==> src/hw/ascp_pkg.sv <==
/*
  Shared constants for the converter serial control port: timing counts,
  frame layout, device register map and the host controller's own map.
  Assumes a 50 MHz reference clock on both ends.
*/
package ascp_pkg;
  // ==========================================================
  // Timing
  localparam int CLK_NS          = 20;
  localparam int CONV_NS         = 600;
  localparam int CONV_CYC        = (CONV_NS + CLK_NS - 1) / CLK_NS;
  localparam int INIT_GAP_NS     = 2000;
  localparam int INIT_GAP_CYC    = (INIT_GAP_NS + CLK_NS - 1) / CLK_NS;
  localparam int INIT_PULSES     = 66;
  localparam int QUIET_NS        = 1000;
  localparam int QUIET_CYC       = (QUIET_NS + CLK_NS - 1) / CLK_NS;
  localparam int CNV_PW_NS       = 200;
  localparam int CNV_PW_CYC      = (CNV_PW_NS + CLK_NS - 1) / CLK_NS;
  localparam int SYNC_MARGIN_CYC = 4;
  localparam int SCLK_HALF_CYC   = 8;
  // ==========================================================
  // Frame layout
  localparam int FRAME_BITS = 16;
  localparam int ADDR_MSB   = 15;
  localparam int ADDR_LSB   = 11;
  localparam int WR_BIT     = 10;
  // ==========================================================
  // Device threshold registers
  localparam int         FIELD_W    = 9;
  localparam logic [8:0] LOWER_RST  = 9'h000;
  localparam logic [8:0] UPPER_RST  = 9'h1FF;
  localparam logic [8:0] HYST_RST   = 9'h1FF;
  localparam logic [2:0] LOWER_PAD  = 3'h0;
  localparam logic [2:0] UPPER_PAD  = 3'h7;
  localparam logic [2:0] HYST_PAD   = 3'h0;
  localparam logic [4:0] RESULT_ADR = 5'h00;
  localparam int         CH_BASE    = 4;
  localparam int         CH_STRIDE  = 3;
  localparam int         OFS_LOWER  = 0;
  localparam int         OFS_UPPER  = 1;
  localparam int         OFS_HYST   = 2;
  // ==========================================================
  // Host controller registers (AHB-Lite byte offsets)
  localparam logic [3:0] HOST_CMD_OFS  = 4'h0;
  localparam logic [3:0] HOST_STAT_OFS = 4'h4;
  localparam logic [3:0] HOST_RX_OFS   = 4'h8;
  localparam int         CMD_CONV_BIT  = 16;
  localparam int         CMD_INIT_BIT  = 17;

  // Register address of field k of channel c
  function automatic logic [4:0] ascp_reg_adr(input int c, input int k);
    ascp_reg_adr = 5'(CH_BASE + CH_STRIDE * c + k);
  endfunction
endpackage

==> src/hw/ascp_link_if.sv <==
/*
  Serial link between host controller and converter device.
  Assumes a pull-up on the data line: a released line reads high.
*/
`timescale 1ns/1ns
interface ascp_link_if;
  logic cs_n;
  logic sclk;
  logic sdi;
  logic convert_start_n;
  logic sdo;
  logic sdo_oe;
  logic sdo_line;

  // Released data line shows its pull-up level, so the host never reads a stale bit
  assign sdo_line = sdo_oe ? sdo : 1'b1;

  modport dev  (input cs_n, sclk, sdi, convert_start_n, output sdo, sdo_oe);
  modport host (output cs_n, sclk, sdi, convert_start_n, input sdo_line);
endinterface

==> src/hw/ascp_sync.sv <==
/*
  Two flip-flop level synchroniser, one per bit.
  Assumes inputs are quasi-static relative to the clock.
*/
`timescale 1ns/1ns
module ascp_sync
#(
  parameter int               WIDTH   = 1,
  parameter logic [WIDTH-1:0] RST_VAL = '0
)(
  input  wire logic             clk_i,
  input  wire logic             rst_b_i,
  input  wire logic [WIDTH-1:0] d_i,
  output logic      [WIDTH-1:0] q_o
);
  logic [WIDTH-1:0] meta_q;

  // ==========================================================
  // First stage feeds only the second
  always_ff @(posedge clk_i)
  begin
    if (!rst_b_i)
    begin
      meta_q <= RST_VAL;
      q_o    <= RST_VAL;
    end
    else
    begin
      meta_q <= d_i;
      q_o    <= meta_q;
    end
  end
endmodule

==> src/hw/ascp_device.sv <==
/*
  Converter device end: threshold registers, serial command port,
  conversion timing and limit alerts. Analog sampling is replaced by
  sample_data_i / sample_chan_i, which must be stable around convert start.
*/
// What this block does
// - lower threshold is field then 000
// - upper threshold is field then 111
// - hysteresis N is field then 000
// - fields reset 000/1FF/1FF, upper bits read zero
// - data out driven only while selected
// - accept either clock idle level
// - clock edges ignored while deselected
// - convert start falling edge: 600 ns conversion
// - host releases start, waits before reading
// - 16 bits MSB first, first at select
// - last bit from 15th fall, holds
// - host deselects after 16th fall, waits 1us
// - write frame: address, bit10 set, data
// - read frame: address, bit10 clear
// - read data returned in next frame
// - conversion result overrides pending read
// - 66 spaced start pulses initialise device
// - host rewrites all registers after init
// - host waits 50 ms for reference; bench does not wait
// - alert when result leaves threshold window
// - alert self clears unless sticky mode
`timescale 1ns/1ns
module ascp_device
  import ascp_pkg::*;
#(
  parameter int NUM_CH = 4
)(
  input  wire logic              ref_clk_i,
  input  wire logic              rst_b_i,
  ascp_link_if.dev               link,
  input  wire logic [11:0]       sample_data_i,
  input  wire logic [2:0]        sample_chan_i,
  input  wire logic              sticky_alert_mode_i,
  output logic                   alert_busy_out_pin_o,
  output logic [2*NUM_CH-1:0]    alert_status_o,
  output logic                   conv_busy_o,
  output logic                   init_done_o
);
  localparam int CW = $clog2(CONV_CYC + 1);
  localparam int GW = $clog2(INIT_GAP_CYC + 1);

  logic [3:0]  sync_s;
  logic        cs_s, sclk_s, sdi_s, cnv_s;
  logic        cs_p_q, sclk_p_q, cnv_p_q;
  logic        cs_fall, cs_rise, sclk_rise, sclk_fall, cnv_fall;
  logic [4:0]  rise_cnt_q;
  logic [15:0] rx_q, tx_q, rd_data_q, rd_word, result_word;
  logic        sdo_q, sdo_oe_q, read_pend_q, frame_done, wr_cmd;
  logic [4:0]  cmd_adr;
  logic [CW-1:0] conv_cnt_q;
  logic [11:0] samp_q, res_q;
  logic [2:0]  samp_chan_q, res_chan_q;
  logic        conv_done, alert_any;
  logic [6:0]  pulse_cnt_q;
  logic [GW-1:0] gap_cnt_q;
  logic        init_rst;
  logic [8:0]  lo_q [NUM_CH];
  logic [8:0]  hi_q [NUM_CH];
  logic [8:0]  hy_q [NUM_CH];
  logic        hi_al_q [NUM_CH];
  logic        lo_al_q [NUM_CH];

  // ==========================================================
  // Link inputs cross into the reference clock domain
  ascp_sync #(
    .WIDTH   (4),
    .RST_VAL (4'hC)
  ) u_sync (
    .clk_i   (ref_clk_i),
    .rst_b_i (rst_b_i),
    .d_i     ({link.convert_start_n, link.cs_n, link.sclk, link.sdi}),
    .q_o     (sync_s)
  );
  assign cnv_s  = sync_s[3];
  assign cs_s   = sync_s[2];
  assign sclk_s = sync_s[1];
  assign sdi_s  = sync_s[0];

  // Previous values for edge detection
  always_ff @(posedge ref_clk_i)
  begin
    if (!rst_b_i)
    begin
      cs_p_q   <= 1'b1;
      sclk_p_q <= 1'b0;
      cnv_p_q  <= 1'b1;
    end
    else
    begin
      cs_p_q   <= cs_s;
      sclk_p_q <= sclk_s;
      cnv_p_q  <= cnv_s;
    end
  end

  assign cs_fall   = cs_p_q & ~cs_s;
  assign cs_rise   = ~cs_p_q & cs_s;
  assign sclk_rise = ~sclk_p_q & sclk_s & ~cs_s;
  assign sclk_fall = sclk_p_q & ~sclk_s & ~cs_s;
  assign cnv_fall  = cnv_p_q & ~cnv_s;

  // ==========================================================
  // Receive side: sample on each rising edge, at most 16 bits
  always_ff @(posedge ref_clk_i)
  begin
    if (!rst_b_i)
    begin
      rise_cnt_q <= 5'h00;
      rx_q       <= 16'h0000;
    end
    else if (cs_fall)
      rise_cnt_q <= 5'h00;
    else if (sclk_rise && rise_cnt_q < 5'(FRAME_BITS))
    begin
      rise_cnt_q <= rise_cnt_q + 5'h01;
      rx_q       <= {rx_q[14:0], sdi_s};
    end
  end

  // Only complete 16-bit frames carry a command
  assign frame_done = cs_rise && rise_cnt_q == 5'(FRAME_BITS);
  assign cmd_adr    = rx_q[ADDR_MSB:ADDR_LSB];
  assign wr_cmd     = frame_done && rx_q[WR_BIT];

  // ==========================================================
  // Transmit side. A fall before any rise (idle-high clock) is the
  // launch edge of the MSB already out, so it must not shift.
  always_ff @(posedge ref_clk_i)
  begin
    if (!rst_b_i)
    begin
      tx_q     <= 16'h0000;
      sdo_q    <= 1'b0;
      sdo_oe_q <= 1'b0;
    end
    else if (cs_fall)
    begin
      tx_q     <= read_pend_q ? rd_data_q : result_word;
      sdo_q    <= read_pend_q ? rd_data_q[15] : result_word[15];
      sdo_oe_q <= 1'b1;
    end
    else if (cs_rise)
      sdo_oe_q <= 1'b0;
    else if (sclk_fall && rise_cnt_q != 5'h00 && rise_cnt_q < 5'(FRAME_BITS))
    begin
      tx_q  <= {tx_q[14:0], 1'b0};
      sdo_q <= tx_q[14];
    end
  end
  assign link.sdo    = sdo_q;
  assign link.sdo_oe = sdo_oe_q;

  // ==========================================================
  // Register readback word, reserved bits zero
  always_comb
  begin
    rd_word = 16'h0000;
    if (cmd_adr == RESULT_ADR)
      rd_word = result_word;
    for (int c = 0; c < NUM_CH; c++)
    begin
      if (cmd_adr == ascp_reg_adr(c, OFS_LOWER))
        rd_word = {7'h00, lo_q[c]};
      if (cmd_adr == ascp_reg_adr(c, OFS_UPPER))
        rd_word = {7'h00, hi_q[c]};
      if (cmd_adr == ascp_reg_adr(c, OFS_HYST))
        rd_word = {7'h00, hy_q[c]};
    end
  end

  // Pending read: a conversion in between discards it
  always_ff @(posedge ref_clk_i)
  begin
    if (!rst_b_i || init_rst)
    begin
      read_pend_q <= 1'b0;
      rd_data_q   <= 16'h0000;
    end
    else if (conv_done)
      read_pend_q <= 1'b0;
    else if (frame_done)
    begin
      read_pend_q <= ~rx_q[WR_BIT];
      rd_data_q   <= rd_word;
    end
  end

  // ==========================================================
  // Conversion timing; starts during a conversion are ignored
  always_ff @(posedge ref_clk_i)
  begin
    if (!rst_b_i)
    begin
      conv_busy_o <= 1'b0;
      conv_cnt_q  <= '0;
      samp_q      <= 12'h000;
      samp_chan_q <= 3'h0;
      res_q       <= 12'h000;
      res_chan_q  <= 3'h0;
    end
    else if (cnv_fall && !conv_busy_o)
    begin
      conv_busy_o <= 1'b1;
      conv_cnt_q  <= CW'(CONV_CYC - 1);
      samp_q      <= sample_data_i;
      samp_chan_q <= sample_chan_i;
    end
    else if (conv_done)
    begin
      conv_busy_o <= 1'b0;
      res_q       <= samp_q;
      res_chan_q  <= samp_chan_q;
    end
    else if (conv_busy_o)
      conv_cnt_q <= conv_cnt_q - CW'(1);
  end
  assign conv_done   = conv_busy_o && conv_cnt_q == '0;
  assign result_word = {res_chan_q, alert_busy_out_pin_o, res_q};

  // ==========================================================
  // Pulse-train initialisation: 66 starts, each 2 us after the last.
  // A too-close start restarts the count; any frame aborts it.
  always_ff @(posedge ref_clk_i)
  begin
    if (!rst_b_i)
    begin
      pulse_cnt_q <= 7'h00;
      gap_cnt_q   <= GW'(INIT_GAP_CYC);
      init_done_o <= 1'b0;
    end
    else
    begin
      init_done_o <= init_rst;
      if (cnv_fall)
        gap_cnt_q <= '0;
      else if (gap_cnt_q < GW'(INIT_GAP_CYC))
        gap_cnt_q <= gap_cnt_q + GW'(1);
      if (cs_fall || init_rst)
        pulse_cnt_q <= 7'h00;
      else if (cnv_fall)
        pulse_cnt_q <= (gap_cnt_q >= GW'(INIT_GAP_CYC)) ?
                       pulse_cnt_q + 7'h01 : 7'h01;
    end
  end
  assign init_rst = cnv_fall && gap_cnt_q >= GW'(INIT_GAP_CYC) &&
                    pulse_cnt_q == 7'(INIT_PULSES - 1);

  // ==========================================================
  // Per-channel thresholds and alerts
  for (genvar c = 0; c < NUM_CH; c++)
  begin : g_ch
    logic [11:0] lo12, hi12, n12;
    logic        hit;

    assign lo12 = {lo_q[c], LOWER_PAD};
    assign hi12 = {hi_q[c], UPPER_PAD};
    assign n12  = {hy_q[c], HYST_PAD};
    assign hit  = conv_done && samp_chan_q == 3'(c);

    // Register writes; only the 9 field bits are stored
    always_ff @(posedge ref_clk_i)
    begin
      if (!rst_b_i || init_rst)
      begin
        lo_q[c] <= LOWER_RST;
        hi_q[c] <= UPPER_RST;
        hy_q[c] <= HYST_RST;
      end
      else if (wr_cmd)
      begin
        if (cmd_adr == ascp_reg_adr(c, OFS_LOWER))
          lo_q[c] <= rx_q[8:0];
        if (cmd_adr == ascp_reg_adr(c, OFS_UPPER))
          hi_q[c] <= rx_q[8:0];
        if (cmd_adr == ascp_reg_adr(c, OFS_HYST))
          hy_q[c] <= rx_q[8:0];
      end
    end

    // Set on leaving the window; 13-bit sums avoid wrap
    always_ff @(posedge ref_clk_i)
    begin
      if (!rst_b_i || init_rst)
      begin
        hi_al_q[c] <= 1'b0;
        lo_al_q[c] <= 1'b0;
      end
      else if (hit)
      begin
        if (samp_q > hi12)
          hi_al_q[c] <= 1'b1;
        else if (!sticky_alert_mode_i &&
                 {1'b0, samp_q} + {1'b0, n12} <= {1'b0, hi12})
          hi_al_q[c] <= 1'b0;
        if (samp_q < lo12)
          lo_al_q[c] <= 1'b1;
        else if (!sticky_alert_mode_i &&
                 {1'b0, samp_q} >= {1'b0, lo12} + {1'b0, n12})
          lo_al_q[c] <= 1'b0;
      end
    end
    assign alert_status_o[2*c]   = hi_al_q[c];
    assign alert_status_o[2*c+1] = lo_al_q[c];
  end

  // Common alert, registered one cycle after the status bits
  assign alert_any = |alert_status_o;
  always_ff @(posedge ref_clk_i)
  begin
    if (!rst_b_i)
      alert_busy_out_pin_o <= 1'b0;
    else
      alert_busy_out_pin_o <= alert_any;
  end
endmodule

==> src/flat_wrapper.sv <==
// flat-port wrapper written by rule: the top's interface ports become plain ports
module ascp_device_flat import ascp_pkg::*;
#(
  parameter int NUM_CH = 4
)
  (ref_clk_i, rst_b_i, sample_data_i, sample_chan_i, sticky_alert_mode_i, alert_busy_out_pin_o, alert_status_o, conv_busy_o, init_done_o, link_cs_n, link_sclk, link_sdi, link_convert_start_n, link_sdo, link_sdo_oe);
  ascp_link_if link_i ();
  input  wire logic ref_clk_i;
  input  wire logic rst_b_i;
  input  wire logic [11:0] sample_data_i;
  input  wire logic [2:0] sample_chan_i;
  input  wire logic sticky_alert_mode_i;
  output logic alert_busy_out_pin_o;
  output logic [2*NUM_CH-1:0] alert_status_o;
  output logic conv_busy_o;
  output logic init_done_o;
  input wire logic [$bits(link_i.cs_n)-1:0] link_cs_n;
  input wire logic [$bits(link_i.sclk)-1:0] link_sclk;
  input wire logic [$bits(link_i.sdi)-1:0] link_sdi;
  input wire logic [$bits(link_i.convert_start_n)-1:0] link_convert_start_n;
  output wire logic [$bits(link_i.sdo)-1:0] link_sdo;
  output wire logic [$bits(link_i.sdo_oe)-1:0] link_sdo_oe;
  assign link_i.cs_n = link_cs_n;
  assign link_i.sclk = link_sclk;
  assign link_i.sdi = link_sdi;
  assign link_i.convert_start_n = link_convert_start_n;
  assign link_sdo = link_i.sdo;
  assign link_sdo_oe = link_i.sdo_oe;
  ascp_device #(.NUM_CH(NUM_CH)) u_core (.ref_clk_i(ref_clk_i), .rst_b_i(rst_b_i), .link(link_i), .sample_data_i(sample_data_i), .sample_chan_i(sample_chan_i), .sticky_alert_mode_i(sticky_alert_mode_i), .alert_busy_out_pin_o(alert_busy_out_pin_o), .alert_status_o(alert_status_o), .conv_busy_o(conv_busy_o), .init_done_o(init_done_o));
endmodule
==> config.mk <==
export PLATFORM = sky130hd
export DESIGN_NAME = ascp_device_flat
export DESIGN_NICKNAME = d
export VERILOG_FILES = /design/src/hw/ascp_pkg.sv /design/src/hw/ascp_link_if.sv /design/src/hw/ascp_sync.sv /design/src/hw/ascp_device.sv /design/src/flat_wrapper.sv
export SDC_FILE = /design/constraint.sdc
export NUM_CORES = 1
export LEC_CHECK = 0
export BUFFER_PORTS_ARGS = -buffer_cell sky130_fd_sc_hd__buf_2
export CORE_MARGIN = 1
export CORE_UTILIZATION = 45
export CTS_CLUSTER_SIZE = 28
export DETAILED_ROUTE_END_ITERATION = 7
export PLACE_DENSITY = 0.6
export SYNTH_ARGS = -nofsm -noshare
export SYNTH_HDL_FRONTEND = slang
export SYNTH_SLANG_ARGS = --single-unit
==> constraint.sdc <==
create_clock -name ref_clk_i -period 9 [get_ports ref_clk_i]
set_clock_uncertainty 0.05 [all_clocks]
set_input_delay 1.8 -clock ref_clk_i [delete_from_list [all_inputs] [get_ports ref_clk_i]]
set_output_delay 1.8 -clock ref_clk_i [all_outputs]
set_load 0.01 [all_outputs]
* Word level (Yosys, flattened, before mapping)
Memories as Yosys holds them, arrays and structs flattened.
Cells that the tools add are included.
** Word-level totals
- Flip-flop bits (word level) :: 118
- Bits in writable memories :: 116
- Bits of input ports :: 22
- Output and inout port bits :: 13
- Logic and storage cells :: 352
- Memories :: 5
** Operators by class
- Add/subtract/negate cells :: 12
- Magnitude comparators :: 19
- Eq/ne operators :: 19
- Mux-type cells :: 181
- Bitwise gates (word level) :: 45
- Reductions and logical operators :: 47
** Memory list
- u_core.hi_q :: words 4, width 9, rd ports 4, clocked after Yosys merged registers in 0, wr ports 4, line ascp_device.sv:64 : logic [8:0] hi_q [NUM_CH];
- u_core.hy_q :: words 4, width 9, rd ports 4, clocked after Yosys merged registers in 0, wr ports 4, line ascp_device.sv:65 : logic [8:0] hy_q [NUM_CH];
- u_core.lo_q :: words 4, width 9, rd ports 4, clocked after Yosys merged registers in 0, wr ports 4, line ascp_device.sv:63 : logic [8:0] lo_q [NUM_CH];
- u_core.hi_al_q :: words 4, width 1, rd ports 4, clocked after Yosys merged registers in 0, wr ports 4, line ascp_device.sv:66 : logic hi_al_q [NUM_CH];
- u_core.lo_al_q :: words 4, width 1, rd ports 4, clocked after Yosys merged registers in 0, wr ports 4, line ascp_device.sv:67 : logic lo_al_q [NUM_CH];
** Operators by type and width (number)
- 16-bit two-way mux :: 13
- 1-bit two-way mux :: 146
- 9-bit two-way mux :: 12
- 12-bit by 12-bit adder with 13-bit output :: 8
- 15-bit two-way mux :: 4
- 12-bit by 13-bit greater-or-equal comparator with 1-bit output :: 4
- 13-bit by 12-bit less-or-equal comparator with 1-bit output :: 4
- 12-bit > comparator :: 4
- 12-bit less-than comparator :: 4
- 5-bit by 4-bit == test with 1-bit output (second input constant) :: 8
- 1-bit bitwise OR :: 28
- 1-bit logical AND :: 21
- 7-bit two-way mux :: 3
- 5-bit by 3-bit == test with 1-bit output (second input constant) :: 4
- 5-bit two-way mux :: 3
- 7-bit by 1-bit adder with 7-bit output (second input constant) :: 2
- 2-bit AND reduction :: 6
- 5-bit logical NOT :: 2
- 1-bit inverter :: 10
- 2-bit nonzero test :: 5
- 2-bit OR reduction :: 5
- 8-bit OR reduction :: 1
- 1-bit AND :: 7
- 7-bit == test (second input constant) :: 1
- 14 further kinds :: 18

* Depth between registers and ports, before layout
Gate-level depths: netlist (run 1).
- Word-level depth :: 14
- Gate-level depth with buffers :: 16

* Hierarchy
Synthesis (run 1) repeated with hierarchy kept, for this count alone.
** Second synthesis, totals
- Cells, all modules :: 1818
- Area, all modules :: 16751.1 um^2
** Modules (own cells, without submodules)
- ascp_device :: instances 1, cells an instance 1802, area an instance 16540.9 um^2, sequential area each 5685.5 um^2
- ascp_sync :: instances 1, cells an instance 16, area an instance 210.2 um^2, sequential area each 160.2 um^2

* Worst setup path before layout (run 1)
No wires, ideal clock.
- Kind :: register to register
- From :: register u_core.samp_q[4]
- To :: memory u_core.hi_al_q[1], enable pin
- Setup time :: 0.294 ns
- Arrival :: 3.089 ns
- Data required time :: 8.656 ns
- Slack :: 5.567 ns
- Cell stages (with the launch flop) :: 14
- Path through :: dfxtp_1 -> inv_1 -> fa_1 -> nor2b_1 -> o21ai_0 -> a21boi_0 -> o21ai_0 -> a21oi_1 -> xor2_1 -> ha_1 -> or4_1 -> a21oi_1 -> o311ai_0 -> nand2_1
** RTL lines
- start, declared :: line ascp_device.sv:57 : logic [11:0] samp_q, res_q;
- start signal, assigned :: line ascp_device.sv:211 : samp_q <= sample_data_i;
- end, declared :: line ascp_device.sv:66

==> run summary, run 1 <==
Based on the critical path, the design can be clocked at up to roughly 0.26 GHz. The average cell area after synthesis is ~9.1 um^2. STA classifies the critical path endpoint as a flop. The number of fill cells in the layout came out at 3470. The origin of the worst min-delay path is u_core.u_sync.meta_q[2]. The adder and majority cell fraction of the synthesized area came out at about 17%. The normalized max-slew margin came out at under 10%. The data required time of the critical path came out at between 9 and 10 ns. Summed over all layers, the routed wires come to between 50000 and 60000 um. The parity-gate share of the synthesized area counting xor and xnor cells is 3.01%. Along the worst hold path, the cell count comes to 1.

The number of synthesized flops with an enable pin is 116. The via count normalized by instance count is between 5 and 6. The worst register-to-register path begins at u_core.samp_q[3]. The total of endpoints with negative setup slack in the final report is 0. After synthesis, the cell types taking the most area are sky130_fd_sc_hd__edfxtp_1 (21%), sky130_fd_sc_hd__ha_1 (16%), sky130_fd_sc_hd__dfxtp_1 (14%). Among the stages of the critical path, the cell type that occurs most often is sky130_fd_sc_hd__o21ai_0. The setup TNS is 0 ns.

The cell type with the highest aggregate area in the netlist is sky130_fd_sc_hd__edfxtp_1. The first element of the critical path is u_core.samp_q[3]. For this run, the detailed router's first-pass iteration total came to 5. The overall die width came out at between 150 and 200 um. The sequential cell area fraction in the yosys report is 34.7%. The cell area power density is around 140 nW/um^2. The slowest stage of the critical path is the sky130_fd_sc_hd__a2111oi_0 cell. The maximum resistive drop on vdd came out at roughly 0.15 mV. The buffer and inverter count on the worst path is 2.

The area of the mapped netlist is about 17000 um^2. The largest driver fanout on the critical path came out at 15. The worst reg2reg path depth came out at 16.

The flow ran to the end, and the final reports show no timing, DRC or antenna violations. The share of cells above drive strength 1 is under 10%. The signal on the critical path passes through buf_4 -> ha_1 -> inv_1 -> fa_1 -> nor2b_1 -> o21ai_0 -> a21boi_0 -> o21a_1 -> nor2_1 -> xnor2_1 -> ha_1 -> a2111oi_0 -> nand2_1 -> o21ai_0 -> a31oi_1 -> o21ai_0. The last weighted congestion value of the routability-driven placer is about 0.9. The synthesized instance count came out at ~1800. The overall die area is 38200 um^2. The leakage power figure is around 7.3 nW. Detailed placement ended at an HPWL of 36900 um.

CTS placed an instance of sky130_fd_sc_hd__clkbuf_16 at the clock tree root. During synthesis, Yosys emitted a total of 0 warnings. The number of synthesized register bits came out at roughly 230. The number of placement rows came out at 70.

The number of failing hold endpoints at the final stage came to 0. By startpoint and endpoint, the worst setup path is classified as reg2reg. After floorplanning, the core was sized to cover roughly 37000 um^2.

The number of nets produced by synthesis came out at 2099. The number of nets in the finished design came out at 2090. The dominant combinational cell family by area after synthesis is simple AND/OR/NAND/NOR gates.

For this block, the initial DRC count from the detailed router was around 1200. Multiplexer cells account for 3.48% of the synthesized area. The area occupied by registers came out at 5850 um^2.

The post-CTS resize count came out at 0. The synthesis-to-layout area growth is 8.15%. The peak per-stage delay on the critical path is roughly 0.46 ns. Clock-pin slew was measured on the worst setup and hold paths at around 0.06 ns. The min-delay analysis places its worst path in the category reg2reg. The design draws 2.57 mW. The via count of the first global-routing pass is 13183. The post-route minimum period is between 3 and 4 ns. The DRC violation count after routing is 0.

The routed wire length per instance is between 20 and 25 um. Entering global routing, the biggest net connects 90 pins. The count of maximum capacitance violations came out at 0. After Yosys synthesis, and, or, nand and nor cells account for approximately 20% of the synthesized area.

The global routing usage summed across all routing layers came out at 26.7%. The number of slew-limit violations in the final report is 0. The transition at the pin with the smallest max-transition slack came out at roughly 1.3 ns.

The critical path startpoint category is a flop. On the critical path the largest part of the delay comes from compound AO/OA/AOI/OAI gates. The count of antenna-violating nets left after detailed routing is 0. The wire length of the first global-routing pass is approximately 77000 um. The initial antenna violation count came out at 1. The cell with the most instances after synthesis is sky130_fd_sc_hd__ha_1. In this run the biggest area consumer among cell types represents between 20% and 30% of the synthesized area. The buffer count from post-CTS setup fixing is 0. The end point of the most critical hold path is u_core.u_sync.q_o[2]. The clock tree from TritonCTS is done. The overall via count from detail_route is 13921. The number of different library cells in the post-synthesis netlist came out at 86. In this run the number of H-tree levels came out at 1.

The fraction of the mapped netlist area in compound gates is roughly 17%. The TritonCTS buffer count came out at 26. The remaining global-route overflow came out at 0. The critical path arrival is roughly 4.0 ns. The most instantiated flip-flop cell in the synthesis netlist is sky130_fd_sc_hd__dfxtp_1. Of all flip-flops after synthesis, the portion carrying an async set or reset was 0%. Setup repair after global routing left no endpoint under its margin. In this run the register-to-register setup slack is roughly 5.2 ns. The area taken by multi-input logic gates came out at around 10000 um^2. The worst register-to-register path ends at u_core.hi_al_q[0]. The number of clock sinks seen by CTS came out at roughly 230. During placement, the flow inserted port buffers numbering 34. The starting density of the core is 45.9%. The quantity of hold-fixing buffers added after cts came out at 0.

The number of buffers on the longest clock path came out at 3. The clock latency of the later-clocked register in the worst-skew pair came out at ~0.54 ns. The die extent in y is just under 200 um. Dividing the final minimum period by the clock period gives approximately 43%. By count the netlist is led by sky130_fd_sc_hd__ha_1 (222), sky130_fd_sc_hd__nand2_1 (173), sky130_fd_sc_hd__dfxtp_1 (118), sky130_fd_sc_hd__nor2_1 (118), sky130_fd_sc_hd__edfxtp_1 (116). The I/O pin count is 35.
==> registers in the layout (all words and copies together) (netlist names), 4 cells and up <==
| name | flops |
|---|---|
| u_core.hi_q | 36 |
| u_core.hy_q | 36 |
| u_core.lo_q | 36 |
| u_core.rd_data_q | 16 |
| u_core.rx_q | 16 |
| u_core.tx_q | 15 |
| u_core.res_q | 12 |
| u_core.samp_q | 12 |
| u_core.gap_cnt_q | 7 |
| u_core.pulse_cnt_q | 7 |
| u_core.conv_cnt_q | 5 |
| u_core.rise_cnt_q | 5 |
| u_core.hi_al_q | 4 |
| u_core.lo_al_q | 4 |
| u_core.u_sync.meta_q | 4 |
| u_core.u_sync.q_o | 4 |
==> per-layer routing <==
layer | track usage [%] | routed length (um) | part of all wire [%]
met3 | 3.56 | 3790 | 7.4
met2 | 44.3 | 23800 | 46
met5 | 0 | 0 | 0
met4 | 7.44 | 1310 | 2.5
met1 | 36.3 | 22600 | 44
==> area by class of cell <==
cell class / count / share of cell area [%]
diodes: 1 / 0.0137
clock buffers: 32 / 3.97
clock inverters: 15 / 0.934
inverters: 113 / 2.33
multi-input cells: 1410 / 55.7
flip-flops and latches: 234 / 32.1
well taps: 468 / 3.21
repair buffers: 53 / 1.72
==> through the flow <==
stage / hold slack [ns] / instances / cell area [um^2] / worst slack [ns] / utilization (%)
4_1_cts: 0.364 / 2325 / 18200 / 5.16 / 49.7
3_5_place_dp: 0.351 / 2278 / 17300 / 4.82 / 47.2
5_1_grt: 0.370 / 2325 / 18200 / 4.65 / 49.7
6_report: 0.359 / 2326 / 18200 / 5.15 / 49.7
3_3_place_gp: 0.349 / 2278 / 17300 / 4.84 / 47.2
2_1_floorplan: 0.336 / 1847 / 16900 / 5.57 / -
==> layout by cell type (no fill, tap or decap), drive strengths merged, types with 29 or more instances in the layout <==
master	netlist	layout
mux2i	44	44
nor2b	41	41
a21boi	56	56
edfxtp	116	116
clkbuf	52	32
nand3	39	39
o21ai	96	96
nor3	34	34
buf	38	53
inv	112	113
xnor2	29	29
and2	52	52
nand2	174	174
nor2	122	122
dfxtp	118	118
or3	82	82
xor2	29	29
a21oi	114	114
ha	222	222
==> worst reg2reg max path: stages (launching register included) <==
cell and delay [ns]:
sky130_fd_sc_hd__dfxtp_1 0.31, sky130_fd_sc_hd__buf_4 0.32, sky130_fd_sc_hd__ha_1 0.27, sky130_fd_sc_hd__inv_1 0.07, sky130_fd_sc_hd__fa_1 0.41, sky130_fd_sc_hd__nor2b_1 0.14, sky130_fd_sc_hd__o21ai_0 0.10, sky130_fd_sc_hd__a21boi_0 0.26
sky130_fd_sc_hd__o21a_1 0.18, sky130_fd_sc_hd__nor2_1 0.06, sky130_fd_sc_hd__xnor2_1 0.15, sky130_fd_sc_hd__ha_1 0.20, sky130_fd_sc_hd__a2111oi_0 0.46, sky130_fd_sc_hd__nand2_1 0.09, sky130_fd_sc_hd__o21ai_0 0.19, sky130_fd_sc_hd__a31oi_1 0.12
sky130_fd_sc_hd__o21ai_0 0.18
==> report_power, final <==
part           total, mW  switching [mW]  leakage [nW]  internal [mW]
registers           1.15          0.0226          1.90           1.13
clock network       1.12           0.455         0.440          0.660
logic              0.301           0.174          4.92          0.128
total               2.57           0.652          7.26           1.92
==> cell families (layout without fill, tap and decap cells) <==
group / Yosys count / after routing
and+or+nand+nor: 639 / 639
AOI/OAI and AO/OA: 432 / 432
DFF: 234 / 234
adders and majority gates: 230 / 230
buffers and inverters: 203 / 213
xor gates and xnor gates: 58 / 58
muxes: 51 / 51
other: 0 / 1
==> worst max-delay path by stage <==
stage,to,cells after the start
after floorplan,u_core.hi_al_q[1],13
after global placement,u_core.hi_q[0][2],5
after detailed placement,u_core.lo_q[2][0],4
after CTS,u_core.hi_al_q[0],16
after global routing,u_core.hi_al_q[0],16
final,u_core.hi_al_q[0],16
(Power assumes the default switching activity.)
==> run 2, diff against run 1 <==
--- a/config.mk
+++ b/config.mk
@@ -5,6 +5,7 @@
 export SDC_FILE = /design/constraint.sdc
 export NUM_CORES = 1
 export LEC_CHECK = 0
+export ABC_AREA = 1
 export BUFFER_PORTS_ARGS = -buffer_cell sky130_fd_sc_hd__buf_2
 export CORE_MARGIN = 1
 export CORE_UTILIZATION = 45
==> constraint.sdc (replaced) <==
create_clock -name ref_clk_i -period 4 [get_ports ref_clk_i]
set_clock_uncertainty 0.05 [all_clocks]
set_input_delay 0.8 -clock ref_clk_i [delete_from_list [all_inputs] [get_ports ref_clk_i]]
set_output_delay 0.8 -clock ref_clk_i [all_outputs]
set_load 0.01 [all_outputs]
==> run summary, run 2 <==
The run finished with clean final reports. The synthesis-to-layout area growth came out at 10.4%. The last weighted congestion value of the routability-driven placer came out at 0.977 (+6.0%). The largest total area in the synthesized netlist belongs to sky130_fd_sc_hd__edfxtp_1.

The routed wire length is 51600 um (+0.29%). The starting density of the core was 46.1% (+0.21 points). The most common cell in the synthesized netlist is sky130_fd_sc_hd__nand2_1. The number of buffers on the longest clock path came to 3 (unchanged). The fmax came out at 0.283 GHz (+8.9%). The remaining global-route overflow came to 0 (unchanged). The routed wire length per instance is 19.8 um (-11%). The number of warnings reported in the yosys synthesis log was 0 (unchanged). The total power draw is 6.18 mW (+140%). The clock latency of the later-clocked register in the worst-skew pair came out at 0.54 ns (about the same). The total of endpoints with negative setup slack in the final report is 0 (unchanged). The length of the first detailed-routing pass in iterations is 5 (unchanged). Walking the worst path, the cells encountered are ha_1 -> inv_1 -> fa_1 -> o21ai_0 -> a21oi_1 -> o21bai_1 -> a21o_1 -> a21oi_1 -> xnor2_1 -> ha_1 -> nand4_1 -> or4_1 -> o21ai_0 -> nand2_1 -> nand2_1. The largest driver fanout on the critical path came out at 4 (-11). The register clock-pin slew on the reported worst setup and hold paths is 0.07 ns (about the same).

The share of cells above drive strength 1 is 9.11% (+2.0 points). The transition at the pin with the smallest max-transition slack came out at 1.29 ns (-0.0456 ns). The die extent in y came out at 194 um (-0.96%).

The first-iteration detailed-routing DRC count came to 1285 (+11%). The cell area power density is 339 nW/um^2 (+140%). The initial antenna violation count came out at 0 (-1). The setup TNS was 0 ns (unchanged). By count the netlist is led by sky130_fd_sc_hd__nand2_1 (401), sky130_fd_sc_hd__inv_1 (252), sky130_fd_sc_hd__ha_1 (222). The average cell area after synthesis came out at 7.93 um^2 (-13%).

The normalized max-slew margin came to 12.9% (+3.1 points). Sorting the synthesized cells by area gives the leading types as sky130_fd_sc_hd__edfxtp_1 (21%), sky130_fd_sc_hd__ha_1 (17%), sky130_fd_sc_hd__dfxtp_1 (14%). The number of failing hold endpoints at the final stage is 0 (unchanged).

Setup repair after global routing left no endpoint under its margin. TritonCTS built the clock tree. The TritonCTS buffer count came to 28 (+7.7%). The most common cell after layout, fill and taps aside is sky130_fd_sc_hd__nand2_1. The I/O pin count was 35 (unchanged). The most instantiated flip-flop cell in the synthesis netlist is sky130_fd_sc_hd__dfxtp_1. The global routing usage summed across all routing layers is 27.5% (+0.87 points). The area of the core region was 35800 um^2 (-2.4%). The peak per-stage delay on the critical path came out at 0.48 ns (+0.02 ns). The port buffer count is 34 (unchanged). The wire length of the first global-routing pass is 79100 um (+2.4%). The leakage power figure is 8.40 nW (+16%). The tree is rooted in a sky130_fd_sc_hd__clkbuf_16. In this run the most used layer during global routing was met2. The pin count of the biggest net entering global routing is 76 (-16%). The share of the synthesized area in the top cell type is 21.1% (+0.41 points). The number of nets produced by synthesis is 2336 (+11%). The number of different library cells in the post-synthesis netlist came out at 56 (-35%). The cell class contributing the biggest share of worst-path delay is compound AO/OA/AOI/OAI gates. The data required time of the critical path is 4.22 ns (-4.97 ns). The slowest stage of the critical path is the sky130_fd_sc_hd__dfxtp_1 cell.

The post-route minimum period came out at 3.53 ns (-0.315 ns). The maximum resistive drop on vdd was 0.366 mV (+150%). The met3 capacity usage during global routing came out at 2.52% (-1.0 points). The largest registers in the layout are u_core.hi_q (36), u_core.hy_q (36), u_core.lo_q (36). The sequential cell area fraction in the yosys report is 35.4% (+0.68 points). The worst setup path is of the reg2reg kind. The post-CTS resize count came to 0 (unchanged). The quantity of hold-fixing buffers added after cts came out at 0 (unchanged). The proportion of register bits with asynchronous set or reset after synthesis came out at 0% (unchanged). The number of antenna diodes came out at 0 (-1). The met1 capacity usage during global routing is 38.7% (+2.4 points).

The total half-perimeter wirelength after legalization and detailed placement came out at 38600 um (+4.6%). The count of maximum capacitance violations is 0 (unchanged). The overall die width came out at 194 um (-0.96%). The via count normalized by instance count came out at 5.51 (-7.9%). The DRC violation count after routing is 0 (unchanged). The area of the mapped netlist came out at 16500 um^2 (-1.9%). The number of slew-limit violations in the final report came out at 0 (unchanged). In the layout the commonest cells are sky130_fd_sc_hd__nand2_1 (401), sky130_fd_sc_hd__inv_1 (252), sky130_fd_sc_hd__ha_1 (222). The critical path arrival came out at 3.75 ns (-0.29 ns). The buffer and inverter count on the worst path came out at 1 (-1). The worst setup path is launched from a flop. The overall via count from detail_route came out at 14398 (+3.4%). The number of synthesized flops with an enable pin came out at 116 (unchanged). The number of synthesized register bits came out at 234 (unchanged). The number of levels in the clock H-tree was 1 (unchanged). The number of fill cells in the layout came out at 3473 (+0.086%). The overall die area came out at 37500 um^2 (-1.9%). The final critical-path share of the clock period came out at 88.3% (+46 points). The count of antenna-violating nets left after detailed routing came out at 0 (unchanged). The global routing met2 resource utilization was 44.0% (-0.24 points).

The worst setup path is captured at a flop. The number of clock sinks seen by CTS is 234 (unchanged). The via count of the first global-routing pass is 13730 (+4.1%). In this run the worst hold path is classified as reg2reg. The number of nets in the finished design came out at 2381 (+14%). The synthesized instance count came out at 2084 (+13%).

The buffer count from post-CTS setup fixing was 0 (unchanged). The number of placement rows is 69 (-1.4%).
run 2: changes by cell type after synthesis, moves of 41 or more:
cell	change
sky130_fd_sc_hd__nand2_1	+228
sky130_fd_sc_hd__inv_1	+140
sky130_fd_sc_hd__nor2_1	+102
sky130_fd_sc_hd__a21oi_1	+92
sky130_fd_sc_hd__or3_1	-82
sky130_fd_sc_hd__a21boi_0	-54
sky130_fd_sc_hd__nand3_1	+52
sky130_fd_sc_hd__and2_1	-51
sky130_fd_sc_hd__mux2i_1	-44
sky130_fd_sc_hd__nor2b_1	-41
sky130_fd_sc_hd__o21ai_0	+41
run 2: power breakdown:
group / internal (mW) / total, mW / switching (mW)
combinational: 0.346 / 0.925 / 0.579
sequential: 2.57 / 2.64 / 0.0687
clock: 1.58 / 2.61 / 1.03
run 2: per-layer routing:
| metal | up-vias | share of wire [%] |
|---|---|---|
| met5 | - | 0 |
| met4 | 0 | 3.9 |
| met3 | 92 | 5.6 |
| met2 | 417 | 44 |
| met1 | 6795 | 46 |
| li1 | 7094 | - |
run 2: area by class of cell:
cell class / count / area (um^2) / area share, %
multi-input cells: 1521 / 9370 / 51.4
flip-flops and latches: 234 / 5850 / 32.0
inverters: 270 / 1020 / 5.61
clock buffers: 40 / 838 / 4.59
well taps: 461 / 577 / 3.16
repair buffers: 74 / 470 / 2.58
clock inverters: 12 / 120 / 0.658
run 2: path summary, 6_finish.rpt:
path / from / to / slack [ns] / cells after the start
max: u_core.samp_q[3] / u_core.hi_al_q[2] / 0.47 / 15
min: u_core.u_sync.meta_q[2] / u_core.u_sync.q_o[2] / 0.36 / 1
max reg2reg: u_core.samp_q[3] / u_core.hi_al_q[2] / 0.47 / 15
min reg2reg: u_core.u_sync.meta_q[2] / u_core.u_sync.q_o[2] / 0.36 / 1
run 2: metrics by stage:
step	setup slack, ns	hold WS (ns)	instance area, um^2	instances	utilization (%)
3_3_place_gp	0.638	0.343	17300	2560	48.2
6_report	0.470	0.363	18200	2612	50.9
2_1_floorplan	0.576	0.340	16500	2084	-
3_5_place_dp	0.535	0.352	17300	2560	48.2
4_1_cts	0.531	0.365	18200	2612	50.9
5_1_grt	0.225	0.380	18200	2612	50.9
run 2: kinds of logic (layout without fill, tap and decap cells):
group	after synthesis	count (layout)	synth area share (%)
adders and majority gates	230	230	17.8
buffers and inverters	329	396	7.95
and+or+nand+nor	826	826	22.3
DFF	234	234	35.4
AOI/OAI and AO/OA	404	404	13.3
xor gates and xnor gates	61	61	3.23
